--- config.mk ---
export PLATFORM = sky130hd
export DESIGN_NAME = distance_sensor_command_engine
export DESIGN_NICKNAME = d
export VERILOG_FILES = /design/src/include/dsce_pkg.sv /design/src/distance_sensor_command_engine.sv
export SDC_FILE = /design/constraint.sdc
export NUM_CORES = 2
export LEC_CHECK = 0
export ABC_AREA = 1
export BUFFER_PORTS_ARGS = -buffer_cell sky130_fd_sc_hd__clkbuf_2
export CAP_MARGIN = 10
export CORE_MARGIN = 3
export CORE_UTILIZATION = 45
export CTS_CLUSTER_SIZE = 16
export DETAILED_ROUTE_END_ITERATION = 8
export SYNTH_ARGS = -nofsm -noshare
export SYNTH_HDL_FRONTEND = slang
export SYNTH_SLANG_ARGS = --single-unit
--- constraint.sdc ---
create_clock -name ref_clk -period 6.65 [get_ports ref_clk]
set_input_delay 1.33 -clock ref_clk [delete_from_list [all_inputs] [get_ports ref_clk]]
set_output_delay 1.33 -clock ref_clk [all_outputs]
set_load 0.005 [all_outputs]
--- src/include/dsce_pkg.sv ---
// Purpose: Constants and types for the distance sensor command engine.
// Assumes: 100 MHz ref_clk; ASCII bytes arrive already deframed from the UART.
// Notes: Distances, periods and sensor identifiers travel as packed BCD digits.
// Behaviour
// - Commands and replies are ASCII ending CR LF; act only after LF.
// - After init, send g, own identifier, then question mark.
// - Failed command replies g, identifier, @E and three-digit error code.
// - One plus or minus sign separates mnemonic from parameter.
// - Act only on own identifier; echo identifier in every reply.
// - Stop/clear aborts activity, idles outputs and lamps, replies ready; a measurement in flight still completes and sets the outputs.
// - Single measurement cancels earlier activity, replies eight-digit distance.
// - Bare tracking streams distances, at most 250 per second, until stop.
// - Tracking with parameter streams at millisecond period 0..86400000; zero means fastest.
// - Tracking started on two-wire link ignores stop arriving on that link.
// - Buffered tracking overwrites one-entry buffer; set acknowledged, read returns period.
// - Buffer read returns distance plus how often buffer changed since last read.
// - Change indicator is 0 none, 1 once, 2 more than once.
// - Buffer read fails unless buffered tracking was started.
// - Two limit outputs and one error output; error output follows error state.
// - Trigger enabled turns limit output one into a sampled input.
// - Trigger input fires single measurement or toggles tracking.
// - Normally output lamps follow limit outputs, power on, error off.
// - On sensor error, power and error lamps on, output lamps off, code sent.
// - Factory reset flashes all four lamps for half a second.
// - Firmware wait lights only the second output lamp.
package dsce_pkg;
	localparam int CLK_PERIOD_NS = 10;
	localparam int MS_PERIOD_NS = 1000000;
	localparam int MS_CYCLES = MS_PERIOD_NS / CLK_PERIOD_NS;
	localparam int TRACK_MAX_HZ = 250;
	localparam int GAP_CYCLES = 1000000000 / TRACK_MAX_HZ / CLK_PERIOD_NS;
	localparam int FLASH_MS = 500;
	localparam int FLASH_CYCLES = FLASH_MS * MS_CYCLES;
	localparam int FLASH_BLINK_BIT = 22;
	localparam logic [3:0] INIT_CYCLES = 4'hf;
	localparam logic [31:0] PERIOD_MAX = 32'd86400000;
	localparam logic [3:0] PAR_DIGITS = 4'h8;
	localparam logic [7:0] CH_CR = 8'h0d;
	localparam logic [7:0] CH_LF = 8'h0a;
	localparam logic [7:0] CH_S = 8'h73;
	localparam logic [7:0] CH_G = 8'h67;
	localparam logic [7:0] CH_C = 8'h63;
	localparam logic [7:0] CH_H = 8'h68;
	localparam logic [7:0] CH_F = 8'h66;
	localparam logic [7:0] CH_Q = 8'h71;
	localparam logic [7:0] CH_E = 8'h45;
	localparam logic [7:0] CH_AT = 8'h40;
	localparam logic [7:0] CH_QM = 8'h3f;
	localparam logic [7:0] CH_PLUS = 8'h2b;
	localparam logic [7:0] CH_MINUS = 8'h2d;
	localparam logic [7:0] CH_ZERO = 8'h30;
	localparam logic [11:0] ERR_SYNTAX = 12'h101;
	localparam logic [11:0] ERR_NO_BUFFER = 12'h102;
	localparam logic [1:0] LINK_P2P = 2'h0;
	localparam logic [1:0] LINK_4W = 2'h1;
	localparam logic [1:0] LINK_2W = 2'h2;
	localparam logic [7:0] ADDR_CTRL = 8'h00;
	localparam logic [7:0] ADDR_ACTION = 8'h04;
	localparam logic [7:0] ADDR_LIM1 = 8'h08;
	localparam logic [7:0] ADDR_LIM2 = 8'h0c;
	localparam logic [7:0] ADDR_STATUS = 8'h10;
	localparam logic [7:0] ADDR_DIST = 8'h14;
	localparam logic [7:0] ADDR_ERR = 8'h18;
	localparam int CTRL_TRIG_EN = 8;
	localparam int CTRL_TRIG_MODE = 9;
	localparam int CTRL_FW_WAIT = 10;
	localparam int ACTION_FACTORY = 0;
	localparam logic [7:0] ID_RESET = 8'h00;
	typedef enum logic [2:0] {M_IDLE = 3'b000, M_SINGLE = 3'b001, M_TRACK = 3'b011,
		M_TIMED = 3'b010, M_BUFF = 3'b110} mode_t;
	typedef enum logic [2:0] {P_IDLE = 3'b000, P_ID = 3'b001, P_MN = 3'b011,
		P_PAR = 3'b010, P_CR = 3'b110, P_EXE = 3'b111} pstate_t;
	typedef enum logic [2:0] {K_READY, K_ERR, K_DIST, K_FACK, K_QBUF} kind_t;
	typedef struct packed {
		logic [4:0] len;
		logic [15:0][7:0] b;
	} txbuf_t;
endpackage : dsce_pkg

--- src/distance_sensor_command_engine.sv ---
// Purpose: ASCII command interpreter of a distance sensor with AHB-Lite control.
// Assumes: Serial bytes, trigger pin and measurement core are synchronous to ref_clk.
// Notes: Replies are assembled whole before sending, so a stream sample that
//   finds the transmitter busy is replaced by the next one rather than queued.
`timescale 1ns/100ps
`default_nettype none
module distance_sensor_command_engine
	import dsce_pkg::*;
	#(
	parameter int MS_CNT = MS_CYCLES,
	parameter int GAP_CNT = GAP_CYCLES,
	parameter int FLASH_CNT = FLASH_CYCLES
	)
	(
	// Clock and reset
	input wire logic ref_clk,
	input wire logic rst_n,
	// AHB-Lite slave
	input wire logic hsel,
	input wire logic [31:0] haddr,
	input wire logic [1:0] htrans,
	input wire logic hwrite,
	input wire logic [2:0] hsize,
	input wire logic [31:0] hwdata,
	input wire logic hready,
	output logic [31:0] hrdata,
	output logic hreadyout,
	output logic hresp,
	// Serial receive bytes
	input wire logic rxValid,
	input wire logic [7:0] rxData,
	input wire logic [1:0] rxLink,
	output logic rxReady,
	// Serial transmit bytes
	output logic txValid,
	output logic [7:0] txData,
	input wire logic txReady,
	// Measurement core
	output logic measReq,
	input wire logic measDone,
	input wire logic [31:0] measDist,
	input wire logic measErr,
	input wire logic [11:0] measErrCode,
	// Digital pins
	output logic limitOutputOneOut,
	output logic limitOutputOneOe,
	input wire logic limitOutputOneIn,
	output logic limitOutputTwo,
	output logic errorOutput,
	// Status lamps
	output logic powerLamp,
	output logic errorLamp,
	output logic outputLampOne,
	output logic outputLampTwo
	);

	typedef struct packed {
		pstate_t pst;
		logic [7:0] idAcc;
		logic [1:0] idCnt;
		logic [7:0] mnem;
		logic hasPar;
		logic bad;
		logic [31:0] parBcd;
		logic [31:0] parBin;
		logic [3:0] parCnt;
		logic [1:0] link;
		mode_t mode;
		logic locked;
		logic [31:0] period;
		logic [31:0] periodBcd;
		logic [31:0] msDiv;
		logic [31:0] msCnt;
		logic [31:0] gap;
		logic due;
		logic measReq;
		logic measBusy;
		logic [31:0] lastDist;
		logic lastValid;
		logic [31:0] bufDist;
		logic [1:0] bufCnt;
		logic errActive;
		logic [11:0] errCode;
		logic strPend;
		logic strErr;
		logic [7:0] strMn;
		logic [31:0] strDist;
		txbuf_t tx;
		logic [4:0] txIdx;
		logic [3:0] initCnt;
		logic startDone;
		logic [31:0] flashCnt;
		logic trigPrev;
		logic [7:0] sensorId;
		logic trigEn;
		logic trigMode;
		logic fwWait;
		logic [31:0] lim1;
		logic [31:0] lim2;
		logic wrPend;
		logic [7:0] addr;
		logic [31:0] rdata;
	} st_t;

	st_t st_reg;
	st_t st_next;
	logic execNow;
	logic lockedHere;
	logic txIdle;
	logic free;
	logic addrPhase;
	logic trigRise;
	logic want;

	function automatic logic isDigit(input logic [7:0] c);
		return c >= CH_ZERO && c <= 8'h39;
	endfunction : isDigit

	function automatic logic [7:0] asc(input logic [3:0] d);
		return CH_ZERO | {4'h0, d};
	endfunction : asc

	function automatic txbuf_t compose(input kind_t kind, input logic [7:0] id,
		input logic [7:0] mn, input logic [31:0] dig, input logic [11:0] code,
		input logic [1:0] cnt);
		txbuf_t t;
		t = '0;
		t.b[t.len[3:0]] = CH_G;
		t.len = t.len + 5'd1;
		if (id[7:4] != 4'h0)
		begin
			t.b[t.len[3:0]] = asc(id[7:4]);
			t.len = t.len + 5'd1;
		end
		t.b[t.len[3:0]] = asc(id[3:0]);
		t.len = t.len + 5'd1;
		unique case (kind)
			K_READY:
			begin
				t.b[t.len[3:0]] = CH_QM;
				t.len = t.len + 5'd1;
			end
			K_ERR:
			begin
				t.b[t.len[3:0]] = CH_AT;
				t.b[t.len[3:0] + 4'd1] = CH_E;
				for (int i = 2; i >= 0; i--)
				begin
					t.b[t.len[3:0] + 4'(4 - i)] = asc(code[i*4 +: 4]);
				end
				t.len = t.len + 5'd5;
			end
			K_FACK:
			begin
				t.b[t.len[3:0]] = CH_F;
				t.b[t.len[3:0] + 4'd1] = CH_QM;
				t.len = t.len + 5'd2;
			end
			K_DIST, K_QBUF:
			begin
				t.b[t.len[3:0]] = mn;
				t.b[t.len[3:0] + 4'd1] = CH_PLUS;
				for (int i = 7; i >= 0; i--)
				begin
					t.b[t.len[3:0] + 4'(9 - i)] = asc(dig[i*4 +: 4]);
				end
				t.len = t.len + 5'd10;
				if (kind == K_QBUF)
				begin
					t.b[t.len[3:0]] = CH_PLUS;
					t.b[t.len[3:0] + 4'd1] = asc({2'b00, cnt});
					t.len = t.len + 5'd2;
				end
			end
		endcase
		t.b[t.len[3:0]] = CH_CR;
		t.b[t.len[3:0] + 4'd1] = CH_LF;
		t.len = t.len + 5'd2;
		return t;
	endfunction : compose

	////////////////////////////////////////////////////////////////////////////
	always_comb
	begin
		st_next = st_reg;
		st_next.measReq = 1'b0;
		execNow = 1'b0;
		txIdle = st_reg.txIdx == st_reg.tx.len;
		free = txIdle && st_reg.startDone;
		lockedHere = st_reg.locked && st_reg.link == LINK_2W;
		addrPhase = hsel && htrans[1] && hready;
		trigRise = st_reg.trigEn && limitOutputOneIn && !st_reg.trigPrev;
		st_next.trigPrev = limitOutputOneIn;
		// Zero wait state slave: reads are captured in the address phase.
		st_next.wrPend = addrPhase && hwrite;
		if (addrPhase)
		begin
			st_next.addr = haddr[7:0];
			unique case (haddr[7:0])
				ADDR_CTRL: st_next.rdata = {21'h0, st_reg.fwWait, st_reg.trigMode,
					st_reg.trigEn, st_reg.sensorId};
				ADDR_LIM1: st_next.rdata = st_reg.lim1;
				ADDR_LIM2: st_next.rdata = st_reg.lim2;
				ADDR_STATUS: st_next.rdata = {25'h0, st_reg.locked, st_reg.bufCnt,
					st_reg.errActive, st_reg.mode};
				ADDR_DIST: st_next.rdata = st_reg.lastDist;
				ADDR_ERR: st_next.rdata = {20'h0, st_reg.errCode};
				default: st_next.rdata = 32'h0;
			endcase
		end
		if (st_reg.wrPend)
		begin
			unique case (st_reg.addr)
				ADDR_CTRL:
				begin
					st_next.sensorId = hwdata[7:0];
					st_next.trigEn = hwdata[CTRL_TRIG_EN];
					st_next.trigMode = hwdata[CTRL_TRIG_MODE];
					st_next.fwWait = hwdata[CTRL_FW_WAIT];
				end
				ADDR_ACTION:
				begin
					if (hwdata[ACTION_FACTORY])
					begin
						st_next.flashCnt = 32'(FLASH_CNT);
						st_next.sensorId = ID_RESET;
						st_next.trigEn = 1'b0;
						st_next.trigMode = 1'b0;
					end
				end
				ADDR_LIM1: st_next.lim1 = hwdata;
				ADDR_LIM2: st_next.lim2 = hwdata;
				default: st_next.addr = st_reg.addr;
			endcase
		end
		if (txValid && txReady)
		begin
			st_next.txIdx = st_reg.txIdx + 5'd1;
		end
		if (st_reg.gap != 32'h0)
		begin
			st_next.gap = st_reg.gap - 32'd1;
		end
		if (st_reg.flashCnt != 32'h0)
		begin
			st_next.flashCnt = st_reg.flashCnt - 32'd1;
		end
		if ((st_reg.mode == M_TIMED || st_reg.mode == M_BUFF) && st_reg.period != 32'h0)
		begin
			if (st_reg.msDiv >= 32'(MS_CNT - 1))
			begin
				st_next.msDiv = 32'h0;
				if (st_reg.msCnt >= st_reg.period - 32'd1)
				begin
					st_next.msCnt = 32'h0;
					st_next.due = 1'b1;
				end
				else
				begin
					st_next.msCnt = st_reg.msCnt + 32'd1;
				end
			end
			else
			begin
				st_next.msDiv = st_reg.msDiv + 32'd1;
			end
		end
		if (!st_reg.startDone)
		begin
			if (st_reg.initCnt == INIT_CYCLES)
			begin
				st_next.tx = compose(K_READY, st_reg.sensorId, CH_G, 32'h0, 12'h0, 2'h0);
				st_next.txIdx = 5'd0;
				st_next.startDone = 1'b1;
			end
			else
			begin
				st_next.initCnt = st_reg.initCnt + 4'd1;
			end
		end
		////////////////////////////////////////////////////////////////////////
		if (rxValid && rxReady)
		begin
			if (rxData == CH_LF)
			begin
				st_next.pst = st_reg.pst == P_CR ? P_EXE : P_IDLE;
			end
			else if (rxData == CH_CR)
			begin
				st_next.pst = st_reg.pst == P_IDLE ? P_IDLE : P_CR;
			end
			else
			begin
				unique case (st_reg.pst)
					P_IDLE:
					begin
						if (rxData == CH_S)
						begin
							st_next.pst = P_ID;
							st_next.idAcc = 8'h0;
							st_next.idCnt = 2'd0;
							st_next.hasPar = 1'b0;
							st_next.bad = 1'b0;
							st_next.parBcd = 32'h0;
							st_next.parBin = 32'h0;
							st_next.parCnt = 4'h0;
							st_next.link = rxLink;
						end
					end
					P_ID:
					begin
						if (isDigit(rxData))
						begin
							st_next.idAcc = {st_reg.idAcc[3:0], rxData[3:0]};
							st_next.idCnt = st_reg.idCnt + 2'd1;
							st_next.bad = st_reg.bad || st_reg.idCnt == 2'd2;
						end
						else
						begin
							st_next.mnem = rxData;
							st_next.pst = P_MN;
						end
					end
					P_MN:
					begin
						if (rxData == CH_PLUS || rxData == CH_MINUS)
						begin
							st_next.hasPar = 1'b1;
							st_next.pst = P_PAR;
						end
						else
						begin
							st_next.bad = 1'b1;
						end
					end
					P_PAR:
					begin
						if (isDigit(rxData) && st_reg.parCnt < PAR_DIGITS)
						begin
							st_next.parBcd = {st_reg.parBcd[27:0], rxData[3:0]};
							st_next.parBin = 32'(st_reg.parBin * 32'd10) + {28'h0, rxData[3:0]};
							st_next.parCnt = st_reg.parCnt + 4'd1;
						end
						else
						begin
							st_next.bad = 1'b1;
						end
					end
					P_CR: st_next.bad = 1'b1;
					P_EXE: st_next.bad = st_reg.bad;
				endcase
			end
		end
		////////////////////////////////////////////////////////////////////////
		// Commands wait in P_EXE until the transmitter is free; rxReady holds the host off.
		if (st_reg.pst == P_EXE && free)
		begin
			st_next.pst = P_IDLE;
			if (st_reg.idCnt != 2'd0 && st_reg.idAcc == st_reg.sensorId && !lockedHere)
			begin
				execNow = 1'b1;
				st_next.errCode = ERR_SYNTAX;
				st_next.tx = compose(K_ERR, st_reg.sensorId, CH_G, 32'h0, ERR_SYNTAX, 2'h0);
				st_next.txIdx = 5'd0;
				if (st_reg.hasPar && (st_reg.parCnt != PAR_DIGITS || st_reg.parBin > PERIOD_MAX))
				begin
					st_next.bad = 1'b1;
				end
				else if (!st_reg.bad)
				begin
					unique case (st_reg.mnem)
						CH_C:
						begin
							st_next.mode = M_IDLE;
							st_next.locked = 1'b0;
							st_next.errActive = 1'b0;
							st_next.lastValid = 1'b0;
							st_next.due = 1'b0;
							st_next.strPend = 1'b0;
							st_next.tx = compose(K_READY, st_reg.sensorId, CH_G, 32'h0, 12'h0, 2'h0);
						end
						CH_G:
						begin
							if (!st_reg.hasPar)
							begin
								st_next.mode = M_SINGLE;
								st_next.due = 1'b1;
								st_next.locked = 1'b0;
								st_next.tx = st_reg.tx;
								st_next.txIdx = st_reg.txIdx;
							end
						end
						CH_H:
						begin
							st_next.mode = st_reg.hasPar && st_reg.parBin != 32'h0 ? M_TIMED : M_TRACK;
							st_next.period = st_reg.parBin;
							st_next.msDiv = 32'h0;
							st_next.msCnt = 32'h0;
							st_next.due = 1'b1;
							st_next.locked = st_reg.link == LINK_2W;
							st_next.tx = st_reg.tx;
							st_next.txIdx = st_reg.txIdx;
						end
						CH_F:
						begin
							if (st_reg.hasPar)
							begin
								st_next.mode = M_BUFF;
								st_next.period = st_reg.parBin;
								st_next.periodBcd = st_reg.parBcd;
								st_next.msDiv = 32'h0;
								st_next.msCnt = 32'h0;
								st_next.due = 1'b1;
								st_next.bufCnt = 2'd0;
								st_next.locked = 1'b0;
								st_next.tx = compose(K_FACK, st_reg.sensorId, CH_F, 32'h0, 12'h0, 2'h0);
							end
							else
							begin
								st_next.tx = compose(K_DIST, st_reg.sensorId, CH_F, st_reg.periodBcd,
									12'h0, 2'h0);
							end
						end
						CH_Q:
						begin
							if (st_reg.mode != M_BUFF)
							begin
								st_next.tx = compose(K_ERR, st_reg.sensorId, CH_G, 32'h0,
									ERR_NO_BUFFER, 2'h0);
							end
							else
							begin
								st_next.tx = compose(K_QBUF, st_reg.sensorId, CH_H, st_reg.bufDist,
									12'h0, st_reg.bufCnt);
								st_next.bufCnt = 2'd0;
							end
						end
						default: st_next.bad = 1'b1;
					endcase
				end
			end
		end
		free = free && !execNow;
		if (trigRise)
		begin
			st_next.locked = 1'b0;
			if (!st_reg.trigMode)
			begin
				st_next.mode = M_SINGLE;
				st_next.due = 1'b1;
			end
			else
			begin
				st_next.mode = st_reg.mode == M_TRACK ? M_IDLE : M_TRACK;
			end
		end
		// Completion is applied after stop so a same-cycle error still sets the flag.
		if (measDone && st_reg.measBusy)
		begin
			st_next.measBusy = 1'b0;
			st_next.lastDist = measDist;
			st_next.lastValid = !measErr;
			st_next.strDist = measDist;
			if (measErr)
			begin
				st_next.errActive = 1'b1;
				st_next.errCode = measErrCode;
				st_next.strErr = 1'b1;
				st_next.strPend = 1'b1;
			end
			else
			begin
				st_next.strErr = 1'b0;
				unique case (st_next.mode)
					M_SINGLE:
					begin
						st_next.strPend = 1'b1;
						st_next.strMn = CH_G;
						st_next.mode = M_IDLE;
					end
					M_TRACK, M_TIMED:
					begin
						st_next.strPend = 1'b1;
						st_next.strMn = CH_H;
					end
					M_BUFF:
					begin
						st_next.bufDist = measDist;
						// Counts on top of a same-cycle read so that update is not lost.
						st_next.bufCnt = st_next.bufCnt == 2'd2 ? 2'd2 : st_next.bufCnt + 2'd1;
					end
					M_IDLE: st_next.strPend = 1'b0;
				endcase
			end
		end
		if (free && st_reg.strPend)
		begin
			st_next.strPend = 1'b0;
			st_next.tx = compose(st_reg.strErr ? K_ERR : K_DIST, st_reg.sensorId, st_reg.strMn,
				st_reg.strDist, st_reg.errCode, 2'h0);
			st_next.txIdx = 5'd0;
		end
		want = (st_reg.mode == M_SINGLE && st_reg.due)
			|| ((st_reg.mode == M_TRACK || st_reg.period == 32'h0) && st_reg.mode != M_IDLE
			&& st_reg.mode != M_SINGLE && st_reg.gap == 32'h0)
			|| ((st_reg.mode == M_TIMED || st_reg.mode == M_BUFF) && st_reg.due);
		if (!st_reg.measBusy && want)
		begin
			st_next.measReq = 1'b1;
			st_next.measBusy = 1'b1;
			st_next.due = 1'b0;
			st_next.gap = 32'(GAP_CNT);
		end
	end

	always_ff @(posedge ref_clk or negedge rst_n)
	begin
		if (!rst_n)
		begin
			st_reg <= '0;
		end
		else
		begin
			st_reg <= st_next;
		end
	end

	////////////////////////////////////////////////////////////////////////////
	always_comb
	begin
		hrdata = st_reg.rdata;
		hreadyout = 1'b1;
		hresp = 1'b0;
		rxReady = st_reg.pst != P_EXE;
		txValid = !txIdle;
		txData = st_reg.tx.b[st_reg.txIdx[3:0]];
		measReq = st_reg.measReq;
		errorOutput = st_reg.errActive;
		limitOutputOneOe = !st_reg.trigEn;
		limitOutputOneOut = !st_reg.trigEn && !st_reg.errActive && st_reg.lastValid
			&& st_reg.lastDist > st_reg.lim1;
		limitOutputTwo = !st_reg.errActive && st_reg.lastValid && st_reg.lastDist > st_reg.lim2;
		if (st_reg.flashCnt != 32'h0)
		begin
			powerLamp = st_reg.flashCnt[FLASH_BLINK_BIT];
			errorLamp = st_reg.flashCnt[FLASH_BLINK_BIT];
			outputLampOne = st_reg.flashCnt[FLASH_BLINK_BIT];
			outputLampTwo = st_reg.flashCnt[FLASH_BLINK_BIT];
		end
		else if (st_reg.fwWait)
		begin
			{powerLamp, errorLamp, outputLampOne, outputLampTwo} = 4'b0001;
		end
		else
		begin
			powerLamp = 1'b1;
			errorLamp = st_reg.errActive;
			outputLampOne = limitOutputOneOut;
			outputLampTwo = limitOutputTwo;
		end
	end
endmodule : distance_sensor_command_engine
`default_nettype wire

==> impl_metrics.yaml <==
power:
  p_seq_share_pct: 36.6
  irDropWorstVdd_mv: 0.231
  switchingPower_mw: 5.56
  power_density_nw_per_um2: 330
  p_int_mw: 8.67
  clkPwrFrac_pct: 31.5
  pwr-share-comb_pct: 31.9
  swShare_pct: 39.1
  leakagePower_nw: 21.9
clock_network:
  insertion_delay_ns: 0.63
  cts_hold_buf: 0
  path_clk_slew_ns: 0.06
  ctsHtreeMaxLevel: 3
  clock_sinks: 636
  cts_resized: 0
  cts-buffers-inserted: 74
  post-cts-setup-buffer-count: 0
  cts_tree: "done"
  cts-root-buf: "clkbuf_16"
  cts_buffer_depth: 3
logic_synthesis:
  synth-seq-cells: 636
  netlist.area_leader.share_pct: 40.8
  synthCells: 5254
  ys.flop_type: "dfrtp_1"
  ys_types: 79
  synth_area_per_cell_um2: 7.42
  syn_nets: 5576
  ys_seq_area_share_pct: 40.8
  synthArstFlopShare_pct: 100
  synth_most_common_cell: "nand2_1"
  yosys_warnings: 0
  synth_common_cells: "1181 x nand2_1, 723 x inv_1, 636 x dfrtp_1"
  synth-edff-count: 0
  synth_area_leaders: "dfrtp_1 41%, nand2_1 11%, inv_1 7.0%, o21ai_0 6.6%, ha_1 6.0%"
  synth_top_cell_by_area: "dfrtp_1"
  syn_area_um2: 39000
timing:
  setup_violations: 0
  final-max-slew-violation-count: 0
  post-route-period-util_pct: 73.6
  fin_tns_setup_ns: 0
  clock_skew_ns: 0.0304
  fmax_ghz: 0.204
  hold_viol: 0
  maxSlewHeadroom_pct: 17.2
  worst_slew_pin_slew_ns: 1.24
  rsz0062_at_grt: "false"
  min_period_ns: 4.90
detailed_routing:
  dr.pass1.iters: 8
  ant_nets: 0
  viasPerCell: 5.52
  wl_um: 129000
  num_vias: 36000
  wl_per_cell_um: 19.8
  drt_iter0_drc: 3494
  drc: 0
die:
  initial_utilization_pct: 45.6
  die_h_um: 300
  pin_count: 186
  die_w_um: 300
  dieArea_um2: 90200
  num_rows: 107
  core-area_um2: 85500
placed_design:
  place_area_um2: 40500
  dp.cells: 6382
  portBuffers: 155
  dp_hpwl_um: 96300
  place_congestion: 0.964
cells_and_area:
  fin_nets: 5636
  final-instance-count-excl-fill: 6516
  area_delta_synth_final_pct: 10.7
  fillCellCount: 8550
  drive_gt1_share_pct: 7.43
  largest_register_ffs: 602
  design_area_um2: 43200
worst_setup_path:
  required_ns: 5.32
  arrival_ns: 3.57
  endpoint_kind: "primary output"
  path_max_fanout: 15
  setup.worst_path.start_class: "flop"
  path_class: "reg2out"
grt:
  grt_start_max_net_pins: 159
  grt_usage_pct: 28.4
  grt_pass1_wl_um: 201000
  grt_pass1_vias: 34300
  antenna_found_initial: 2
  grt.overflow.total: 0
hold_path:
  min_path_type: "reg2reg"
status:
  outcome: "finished, final reports clean"
run:
  max-cap-violations: 0
==> power by group through the flow <==
stage / registers [mW] / clock network, mW / logic (mW)
floorplan: 4.96 / 0 / 3.10
global placement: 5.24 / 0 / 4.42
CTS: 5.20 / 4.58 / 4.49
finish: 5.21 / 4.48 / 4.54
global route: 5.27 / 4.74 / 5.07
detailed placement: 5.25 / 0 / 4.47
==> area by class of cell <==
cell class / count / area [um^2] / area share [%]
multi-input cells: 3666 / 19300 / 44.6
flip-flops and latches: 636 / 15900 / 36.9
inverters: 745 / 2800 / 6.48
clock buffers: 92 / 2030 / 4.70
well taps: 1144 / 1430 / 3.31
repair buffers: 191 / 1110 / 2.56
clock inverters: 40 / 617 / 1.43
diodes: 2 / 5.00 / 0.0116
==> layout by cell type, fill, tap and decap left out, types with 9 or more instances in the layout <==
master	netlist	routed
clkbuf_2	0	154
bufinv_16	0	14
inv_2	12	13
o211ai_1	39	39
nand3b_1	12	12
xor2_1	47	47
ha_1	187	187
buf_4	45	32
dfrtp_1	636	635
nand2_1	1181	1179
nor2_2	11	11
o22ai_1	116	116
nand3_1	282	280
inv_1	723	721
nor4_1	23	23
a211oi_1	21	21
o2111ai_1	16	16
clkinv_2	1	14
o21a_1	9	9
nand4_1	98	98
o21ai_0	512	512
o21ai_1	12	12
clkbuf_16	0	75
xnor2_1	47	47
a31oi_1	27	27
clkbuf_8	0	9
clkinv_1	8	9
o221ai_1	15	15
nor2_1	487	487
a21oi_1	277	277
nor3_1	109	109
o21bai_1	9	9
==> stage by stage <==
step / setup WS (ns) / hold WS [ns] / power, mW / utilization [%]
after floorplan: 3.13 / 0.437 / 8.06 / -
after global placement: 2.25 / 0.455 / 9.66 / 47.4
after detailed placement: 2.23 / 0.460 / 9.73 / 47.4
after CTS: 1.73 / 0.474 / 14.3 / 50.5
after global routing: 1.56 / 0.493 / 15.1 / 50.5
final: 1.75 / 0.475 / 14.2 / 50.5
==> logic make-up (layout without fill, tap and decap cells) <==
family | count (synthesis) | count (layout) | synth area share (%)
AND/OR/NAND/NOR | 2260 | 2260 | 24.8
AO/OA/AOI/OAI | 1112 | 1112 | 16.1
buffers and inverters | 952 | 1068 | 9.83
other | 2 | 4 | 0.0193
XOR/XNOR | 95 | 95 | 2.15
flip-flops | 636 | 636 | 40.8
adder cells (fa/ha/maj) | 189 | 189 | 6.10
multiplexers | 8 | 8 | 0.225
==> critical path, cell delays in order, from the launching register on <==
cell,delay (ns)
dfrtp_1,0.50
inv_1,0.36
nor2_1,0.67
clkinv_1,0.63
a21oi_1,0.25
o21ai_0,0.14
o2111ai_1,0.15
nand2_1,0.10
clkbuf_2,0.13
==> routing by layer <==
metal	wire length, um	vias up	global-route usage, %
li1	-	17400	-
met1	55000	17000	37.8
met2	58700	1251	45.8
met3	8300	288	3.71
met4	6890	0	13.6
met5	0	-	0
==> final timing paths <==
path,start,to,slack (ns),cells past startpoint
min in group asynchronous,rst_n,st_reg[65]$_DFFE_PN0P_,0.72,1
worst min-delay path,st_reg[268]$_DFFE_PN0P_,st_reg[268]$_DFFE_PN0P_,0.47,2
max in group asynchronous,rst_n,st_reg[165]$_DFFE_PN0P_,4.42,2
worst max register to register,st_reg[547]$_DFFE_PN0P_,st_reg[464]$_DFF_PN0_,2.20,21
worst max-delay path,st_reg[156]$_DFFE_PN0P_,txData[1],1.75,8
worst min register to register,st_reg[268]$_DFFE_PN0P_,st_reg[268]$_DFFE_PN0P_,0.47,2
Power figures use the tool's default switching activity.
